$ cat src/rtl/pse_event_summary_consts.vh
`ifndef PSE_EVENT_SUMMARY_CONSTS_VH
`define PSE_EVENT_SUMMARY_CONSTS_VH

// ==========================================
// Register command codes
`define ADDR_SUMMARY 8'h00
`define ADDR_MASK 8'h01
`define ADDR_GEN_MASK 8'h7E
`define ADDR_RESET_CMD 8'h7F

// ==========================================
// Reset values
`define SUMMARY_RST 8'h80
`define MASK_RST 8'h80
`define GLOBAL_IRQ_ENABLE_RST 1'h0
`define RDATA_RST 8'h00
`define IRQ_N_RST 1'b1

// ==========================================
// Summary bit positions
`define BIT_SUPPLY 7
`define BIT_START 6
`define BIT_OVERCURRENT 5
`define BIT_CLASS 4
`define BIT_DETECT 3
`define BIT_DISCONNECT 2
`define BIT_PGOOD 1
`define BIT_PENABLE 0

// ==========================================
// Control bit positions
`define GEN_GLOBAL_IRQ_ENABLE_BIT 7
`define RESET_CLR_BIT 7

`endif

$ cat src/rtl/pse_event_summary_flags.v
`timescale 1ns/1ps
`include "pse_event_summary_consts.vh"

// Behaviour
// - Bit 7 ORs thermal, supply and memory faults, resets 1
// - Bit 6 ORs channel start faults
// - Bit 5 ORs overload cut and current limit
// - Bit 4 ORs classification done flags
// - Bit 3 ORs detection done flags
// - Bit 2 ORs disconnect flags
// - Bit 1 ORs power good change flags
// - Bit 0 ORs power enable change flags
// - Event read or reset bit clears
// - Masked set bit with enable drives interrupt low
// - Mask bit zero blocks that interrupt
// - Summary updates regardless of mask
module pse_event_summary_flags #(
    parameter CHANNELS = 4,
    parameter DATA_WIDTH = 8
)
(
    input wire core_clk_i,
    input wire rst_i,
    input wire thermal_shutdown_flag_i,
    input wire digital_supply_uv_flag_i,
    input wire digital_supply_warn_flag_i,
    input wire power_supply_uv_flag_i,
    input wire memory_fault_flag_i,
    input wire [CHANNELS-1:0] chan_start_fault_i,
    input wire [CHANNELS-1:0] chan_overload_cut_i,
    input wire [CHANNELS-1:0] chan_current_limit_i,
    input wire [CHANNELS-1:0] chan_class_done_i,
    input wire [CHANNELS-1:0] chan_detect_done_i,
    input wire [CHANNELS-1:0] chan_disconnect_i,
    input wire [CHANNELS-1:0] chan_power_good_change_i,
    input wire [CHANNELS-1:0] chan_power_enable_change_i,
    input wire [DATA_WIDTH-1:0] event_reg_read_i,
    input wire [7:0] reg_addr_i,
    input wire reg_wr_i,
    input wire reg_rd_i,
    input wire [DATA_WIDTH-1:0] reg_wdata_i,
    output reg [DATA_WIDTH-1:0] reg_rdata_o,
    output reg irq_n_o
);

    // ==========================================
    // Helpers
    function any_set;
        input [CHANNELS-1:0] flags;
        begin
            any_set = |flags;
        end
    endfunction

    function addr_hit;
        input [7:0] addr;
        input [7:0] code;
        begin
            addr_hit = (addr == code);
        end
    endfunction

    // ==========================================
    // State
    reg [DATA_WIDTH-1:0] event_summary_flags;
    reg [DATA_WIDTH-1:0] irq_mask;
    reg global_irq_enable;

    reg [DATA_WIDTH-1:0] next_event_summary_flags;
    reg [DATA_WIDTH-1:0] next_irq_mask;
    reg next_global_irq_enable;
    reg [DATA_WIDTH-1:0] next_reg_rdata;
    reg next_irq_n;

    reg [DATA_WIDTH-1:0] set_vec;
    reg [DATA_WIDTH-1:0] clr_vec;
    reg summary_clear_all;

    wire supply_fault_summary;
    wire start_fault_summary;
    wire overcurrent_fault_summary;
    wire class_done_summary;
    wire detect_done_summary;
    wire disconnect_summary;
    wire power_good_change_summary;
    wire power_enable_change_summary;

    // ==========================================
    // Source reduction
    assign supply_fault_summary = thermal_shutdown_flag_i | digital_supply_uv_flag_i
        | digital_supply_warn_flag_i | power_supply_uv_flag_i | memory_fault_flag_i;
    assign start_fault_summary = any_set(chan_start_fault_i);
    assign overcurrent_fault_summary = any_set(chan_overload_cut_i)
        | any_set(chan_current_limit_i);
    assign class_done_summary = any_set(chan_class_done_i);
    assign detect_done_summary = any_set(chan_detect_done_i);
    assign disconnect_summary = any_set(chan_disconnect_i);
    assign power_good_change_summary = any_set(chan_power_good_change_i);
    assign power_enable_change_summary = any_set(chan_power_enable_change_i);

    // ==========================================
    // Set vector
    always @*
    begin
        set_vec = {DATA_WIDTH{1'b0}};
        set_vec[`BIT_SUPPLY] = supply_fault_summary;
        set_vec[`BIT_START] = start_fault_summary;
        set_vec[`BIT_OVERCURRENT] = overcurrent_fault_summary;
        set_vec[`BIT_CLASS] = class_done_summary;
        set_vec[`BIT_DETECT] = detect_done_summary;
        set_vec[`BIT_DISCONNECT] = disconnect_summary;
        set_vec[`BIT_PGOOD] = power_good_change_summary;
        set_vec[`BIT_PENABLE] = power_enable_change_summary;
    end

    // ==========================================
    // Clear vector
    always @*
    begin
        summary_clear_all = reg_wr_i & addr_hit(reg_addr_i, `ADDR_RESET_CMD)
            & reg_wdata_i[`RESET_CLR_BIT];
        if (summary_clear_all)
        begin
            clr_vec = {DATA_WIDTH{1'b1}};
        end
        else
        begin
            clr_vec = event_reg_read_i;
        end
    end

    // ==========================================
    // Summary update, set wins over clear
    always @*
    begin
        next_event_summary_flags = (event_summary_flags & ~clr_vec) | set_vec;
    end

    // ==========================================
    // Register writes
    always @*
    begin
        next_irq_mask = irq_mask;
        next_global_irq_enable = global_irq_enable;
        if (reg_wr_i)
        begin
            if (addr_hit(reg_addr_i, `ADDR_MASK))
            begin
                next_irq_mask = reg_wdata_i;
            end
            else if (addr_hit(reg_addr_i, `ADDR_GEN_MASK))
            begin
                next_global_irq_enable = reg_wdata_i[`GEN_GLOBAL_IRQ_ENABLE_BIT];
            end
            else
            begin
                next_irq_mask = irq_mask;
            end
        end
    end

    // ==========================================
    // Register reads
    always @*
    begin
        next_reg_rdata = reg_rdata_o;
        if (reg_rd_i)
        begin
            if (addr_hit(reg_addr_i, `ADDR_SUMMARY))
            begin
                next_reg_rdata = event_summary_flags;
            end
            else if (addr_hit(reg_addr_i, `ADDR_MASK))
            begin
                next_reg_rdata = irq_mask;
            end
            else if (addr_hit(reg_addr_i, `ADDR_GEN_MASK))
            begin
                next_reg_rdata = {DATA_WIDTH{1'b0}};
                next_reg_rdata[`GEN_GLOBAL_IRQ_ENABLE_BIT] = global_irq_enable;
            end
            else if (addr_hit(reg_addr_i, `ADDR_RESET_CMD))
            begin
                next_reg_rdata = {DATA_WIDTH{1'b0}};
            end
            else
            begin
                next_reg_rdata = {DATA_WIDTH{1'b0}};
            end
        end
    end

    // ==========================================
    // Interrupt pin
    always @*
    begin
        next_irq_n = ~(global_irq_enable & (|(event_summary_flags & irq_mask)));
    end

    // ==========================================
    // Flip-flops
    always @(posedge core_clk_i)
    begin
        if (rst_i)
        begin
            event_summary_flags <= `SUMMARY_RST;
            irq_mask <= `MASK_RST;
            global_irq_enable <= `GLOBAL_IRQ_ENABLE_RST;
            reg_rdata_o <= `RDATA_RST;
            irq_n_o <= `IRQ_N_RST;
        end
        else
        begin
            event_summary_flags <= next_event_summary_flags;
            irq_mask <= next_irq_mask;
            global_irq_enable <= next_global_irq_enable;
            reg_rdata_o <= next_reg_rdata;
            irq_n_o <= next_irq_n;
        end
    end

endmodule

$ cat config.mk
export PLATFORM = sky130hd
export DESIGN_NAME = pse_event_summary_flags
export DESIGN_NICKNAME = d
export VERILOG_FILES = /design/src/rtl/pse_event_summary_flags.v
export VERILOG_INCLUDE_DIRS = /design/src /design/src/rtl
export SDC_FILE = /design/constraint.sdc
export NUM_CORES = 1
export LEC_CHECK = 0
export BUFFER_PORTS_ARGS = -buffer_cell sky130_fd_sc_hd__buf_2
export CAP_MARGIN = 15
export CORE_MARGIN = 2
export CORE_UTILIZATION = 38
export DETAILED_ROUTE_END_ITERATION = 10
export PLACE_DENSITY = 0.73
export REMOVE_ABC_BUFFERS = 1
export SLEW_MARGIN = 20
export SYNTH_ARGS = -nofsm -noshare
export SYNTH_HDL_FRONTEND = slang
export SYNTH_SLANG_ARGS = --single-unit
$ cat constraint.sdc
create_clock -name core_clk_i -period 0.99 [get_ports core_clk_i]
set_input_delay 0.0495 -clock core_clk_i [delete_from_list [all_inputs] [get_ports core_clk_i]]
set_output_delay 0.0495 -clock core_clk_i [all_outputs]
set_load 0.03 [all_outputs]
; ---- After elaboration in Yosys (flattened, before gate mapping)
; Index checks and enable logic that the tools add are counted.
[totals]
ff_bits = 26
out_inout_bits = 9
word_cells = 38
[classes]
eq_ne = 3
n_mux = 4
bitwise_logic = 14
n_reduce_logical = 12
[op_table]
columns = operator, count
row1 = $mux W8, 4
row2 = $reduce_or A4 Y1, 8
row3 = $and A8 B8 Y8, 2
row4 = $eq A8 B7 Y1 const B, 2
row5 = $eq A8 B1 Y1 const B, 1
row6 = $logic_not A8 Y1, 1
row7 = $not A8 Y8, 1
row8 = $or A8 B8 Y8, 1
row9 = $reduce_or A8 Y1, 1
row10 = $or A1 B1 Y1, 5
row11 = $and A1 B1 Y1, 3
row12 = $reduce_and A3 Y1, 1
row13 = $not A1 Y1, 2
row14 = $reduce_and A2 Y1, 1

; ---- Logic depth before layout (Yosys ltp)
[depth]
word_depth = 7
mapped_depth = 5
ltp_nobuf = 4

; ---- Least setup slack after synthesis
; No wires, ideal clock.
[synth_path]
path_kind = input to register
from = in reg_addr_i[7]
to = reg event_summary_flags[3]
arrival_ns = 0.886
required_time_ns = 0.858
setup_slack_ns = -0.028
stages = 5
path_cell_list = nand4b_1 or3_1 buf_6 nand3b_1 a21oi_1
[synth_between]
elab_chain_len = 7
[synth_rtl]
columns = element, line
row1 = "start, declared", pse_event_summary_flags.v:38  ; input wire [7:0] reg_addr_i,
row2 = $eq A8 B7 Y1, --
row3 = $and A1 B1 Y1 (2 in series), pse_event_summary_flags.v:120  ; summary_clear_all = reg_wr_i & addr_hit(reg_addr_i, `ADDR_RESET_CMD)
row4 = $mux W8, pse_event_summary_flags.v:122  ; if (summary_clear_all)
row5 = $not A8 Y8, pse_event_summary_flags.v:136  ; next_event_summary_flags = (event_summary_flags & ~clr_vec) | set_vec;
row6 = $and A8 B8 Y8, pse_event_summary_flags.v:136
row7 = $or A8 B8 Y8, pse_event_summary_flags.v:136
row8 = "end signal, assigned", pse_event_summary_flags.v:206  ; event_summary_flags <= `SUMMARY_RST;
row9 = "end signal, assigned", pse_event_summary_flags.v:214  ; event_summary_flags <= next_event_summary_flags;
row10 = "end, declared", pse_event_summary_flags.v:65  ; reg [DATA_WIDTH-1:0] event_summary_flags;
; No other way between the ends.
; A chain may end at the register's enable or synchronous reset.

; ---- Final worst setup path
[layout_path]
from = in chan_detect_done_i[1]
to = reg event_summary_flags[3]
[layout_between]
elab_chain_len = 2
[layout_rtl]
columns = element, line
row1 = "start, declared", pse_event_summary_flags.v:33  ; input wire [CHANNELS-1:0] chan_detect_done_i,
row2 = $reduce_or A4 Y1, pse_event_summary_flags.v:51  ; any_set = |flags;
row3 = $or A8 B8 Y8, pse_event_summary_flags.v:136
; No other way between the ends.

==> out/metrics.yaml <==
sta:
  finalClockSkew_ps: 4.68
  tightest_pin_transition_ps: 378
  timing.final.crit_period_ps: 1080
  period_utilization_pct: 109
  setup-violations-final: 1
  final_max_slew_viol_count: 0
  timing.hold.ws_ps: 10.4
  maxSlewHeadroom_pct: 74.8
  finalHoldViolCount: 0
  setup_ws_ps: -85.3
  fmax_mhz: 930
critical_path:
  timing_worst_setup_path_type: "in -> reg"
  critPathMaxStageDelay_ps: 550
  critical_path.n_buffers_inverters: 2
  critical_path.endpoint_type: "flip-flop"
  worst_r2r_path_depth: 3
  r2r_slack_ps: 80
  cp-start-kind: "primary input"
  cp_data_required_time_ps: 1190
  crit_chain: "dlygate4sd3_1 > buf_2 > nor4_2 > a21oi_1"
  arrival_ps: 1270
  critical_path.slowest_cell: "sky130_fd_sc_hd__dlygate4sd3_1"
  critPathTopFamily: "buffers and inverters"
  r2r_path_end: "reg_rdata_o[6]"
  critical_path_peak_fanout: 1
  rr_startpoint: "event_summary_flags[6]"
clock_tree:
  tritoncts.num_buffers: 3
  clock_tree_root_driver_cell: "sky130_fd_sc_hd__clkbuf_4"
  clock_sinks: 26
  cts_tree: "built"
  cts.htree.levels: 1
  clockBufferDepth: 2
  clk_latency_ps: 320
  cts.reportedPaths.clkPinSlew_ps: 150
synth:
  yosys_register_bits: 26
  synth_largest_area_cell: "sky130_fd_sc_hd__dfxtp_1"
  netlist.area_leader.share_pct: 42.6
  synth_area_sq_um: 1220
  synthCells: 129
  yosys_warnings: 0
  seq_area_frac_synth_pct: 42.6
  synth_top_family_by_area: "simple AND/OR/NAND/NOR gates"
  mean_area_per_synthesized_cell_sq_um: 9.47
  share_of_synthesized_cell_area_in_full_adder_half_adder_and_majority_cells_pct: 0
  post_synth_main_area_contributors: "sky130_fd_sc_hd__dfxtp_1 (43%), sky130_fd_sc_hd__mux2i_1 (7.4%), sky130_fd_sc_hd__mux2_2 (6.5%)"
  synthMuxAreaShare_pct: 13.8
  synth_simple_gate_area_share_pct: 29.3
  synth_compound_gate_area_share_pct: 10.5
  synth_cell_types: 30
  number_of_enable_flip_flop_cells_after_synthesis: 0
  synth_xor_xnor_area_share_pct: 0
  ys_dominant_reg_cell: "sky130_fd_sc_hd__dfxtp_1"
  synthArstFlopShare_pct: 0
global_route:
  grt_first_pass_wirelength_um: 6400
  via_count_of_the_first_global_routing_pass: 1445
  globalRoute.totalOverflow: 0
  grt_max_degree: 16
  grt_usage_pct: 23.8
  number_of_antenna_violations_at_the_first_check_in_global_routing: 0
drt:
  count_of_tritonroute_iterations_in_the_first_routing_pass: 4
  antenna_left: 0
  vias_per_cell: 4.91
  dr.first_iter.drc_count: 66
  drt-wirelength-per-cell_um: 14.8
  via_count: 1483
  post-route-drc-count: 0
  routed_wire_length_um: 4470
worst_hold_path:
  worst_hold_startpoint: "chan_start_fault_i[0]"
  whs_endpoint: "event_summary_flags[6]"
  hold_class: "in -> reg"
  hold_depth: 3
place:
  place_hpwl_um: 2560
  placement.io_buffers: 73
  final_replace_weighted_congestion: 0.805
  detailed_place.area_sq_um: 1710
layout:
  final_net_count: 324
  post_route_cells_drive_above_1_share_pct: 39.9
  area_growth_pct: 83.0
  final.fill_count: 211
  final_area_sq_um: 2230
  post-route-util_pct: 73.2
  antenna_cells: 0
die:
  boundaryPins: 74
  rows: 20
  die_h_um: 60.7
  core-area_sq_um: 3050
  floorplan.initialDensity_pct: 40.0
  die_width_um: 60.7
  fp.dieArea_sq_um: 3680
pwr:
  power.static_leakage_nw: 1.05
  powerDensity_nw_per_um2: 1010
  power.ir.vdd_worst_mv: 0.738
outcome:
  violations: "setup timing"
  status: "finished with violations"
run:
  cap_violations: 0
==> logic make-up (layout without fill, tap and decap cells) <==
group | Yosys count | count (layout)
compound gates | 21 | 21
buf+inv | 9 | 138
flops | 26 | 26
mux | 16 | 16
simple gates | 57 | 57
==> layout by cell type, fill, tap and decap left out, types with 2 or more instances in the layout <==
cell                            count
sky130_fd_sc_hd__nand3_1            3
sky130_fd_sc_hd__inv_1              3
sky130_fd_sc_hd__nand4_1            2
sky130_fd_sc_hd__nand3b_2           2
sky130_fd_sc_hd__a21oi_1           13
sky130_fd_sc_hd__dfxtp_1           26
sky130_fd_sc_hd__buf_4             11
sky130_fd_sc_hd__nand3b_1           6
sky130_fd_sc_hd__mux2_2             7
sky130_fd_sc_hd__nor4_2             2
sky130_fd_sc_hd__nor2_1            16
sky130_fd_sc_hd__nor2b_1            8
sky130_fd_sc_hd__a22oi_1            4
sky130_fd_sc_hd__nand2_1            3
sky130_fd_sc_hd__mux2i_1            9
sky130_fd_sc_hd__clkbuf_4           3
sky130_fd_sc_hd__buf_2             73
sky130_fd_sc_hd__dlygate4sd3_1     46
sky130_fd_sc_hd__nor4_1             8
==> final cells by class <==
| class | count | area [sq um] | share of cell area (%) |
|---|---|---|---|
| clock buffer | 3 | 22.5 | 1.01 |
| clock inverter | 1 | 30.0 | 1.34 |
| inverter | 3 | 11.3 | 0.504 |
| multi-input combinational | 94 | 667 | 29.8 |
| sequential | 26 | 520 | 23.3 |
| tap | 44 | 55.1 | 2.46 |
| timing repair buffer | 131 | 928 | 41.5 |
==> worst reg2reg max path, stage by stage, from the launching register on <==
cell	delay, ps
sky130_fd_sc_hd__dfxtp_1	360
sky130_fd_sc_hd__mux2_2	270
sky130_fd_sc_hd__a21oi_1	140
sky130_fd_sc_hd__nor2_1	50
==> synthesized netlist by cell type, types with 2 or more instances <==
| master | n |
|---|---|
| sky130_fd_sc_hd__nand3_1 | 3 |
| sky130_fd_sc_hd__inv_1 | 3 |
| sky130_fd_sc_hd__nor2b_1 | 8 |
| sky130_fd_sc_hd__mux2_2 | 7 |
| sky130_fd_sc_hd__nand3b_2 | 2 |
| sky130_fd_sc_hd__clkbuf_1 | 2 |
| sky130_fd_sc_hd__nand4_1 | 2 |
| sky130_fd_sc_hd__a21oi_1 | 13 |
| sky130_fd_sc_hd__a22oi_1 | 4 |
| sky130_fd_sc_hd__mux2i_1 | 9 |
| sky130_fd_sc_hd__nand2_1 | 3 |
| sky130_fd_sc_hd__nand3b_1 | 6 |
| sky130_fd_sc_hd__nor2_1 | 16 |
| sky130_fd_sc_hd__dfxtp_1 | 26 |
| sky130_fd_sc_hd__nor4_1 | 10 |
==> per-layer routing <==
layer / GRT usage (%) / vias up / routed length (um)
met5: 0 / - / 0
met4: 9.94 / 0 / 155
met3: 2.77 / 14 / 161
met2: 42.9 / 39 / 2350
met1: 28.5 / 700 / 1800
li1: - / 730 / -
==> power breakdown <==
group          internal, W  total [W]  switching (W)
Combinational     0.000285   0.000442       0.000158
Clock             0.000409   0.000734       0.000325
Sequential         0.00107    0.00108      0.0000165
==> stage by stage <==
step,total power (W),cells,setup WS (ps),TNS (ps)
2_1_floorplan,0.00117,123,-44.8,-329
3_3_place_gp,0.00137,252,-269,-5010
3_5_place_dp,0.00138,252,-311,-5710
4_1_cts,0.00223,301,38.5,0
5_1_grt,0.00234,302,-52.7,-52.7
6_report,0.00226,302,-85.3,-85.3
==> repair_timing <==
item / CTS / global route
setup endpoints to repair: 0 / 2
hold buffers: 45 / 1
setup buffers: 0 / 0
hold endpoints to repair: 15 / 1
gates resized for setup: 0 / 2
==> worst max-delay path by stage <==
| stage | from | endpoint | depth (start not counted) | slack [ps] |
|---|---|---|---|---|
| floorplan | reg_addr_i[7] | event_summary_flags[3] | 4 | -40 |
| global placement | reg_addr_i[7] | event_summary_flags[3] | 5 | -270 |
| detailed placement | reg_addr_i[7] | event_summary_flags[3] | 5 | -310 |
| CTS | reg_addr_i[7] | event_summary_flags[3] | 5 | 40 |
| global route | chan_detect_done_i[1] | event_summary_flags[3] | 4 | -50 |
| finish | chan_detect_done_i[1] | event_summary_flags[3] | 4 | -90 |
==> sequential cells by signal, indices dropped and copies added, names as in the netlist <==
register             flops
event_summary_flags      8
global_irq_enable        1
irq_n_o                  1
reg_rdata_o              8
irq_mask                 8
(Power assumes the default switching activity.)
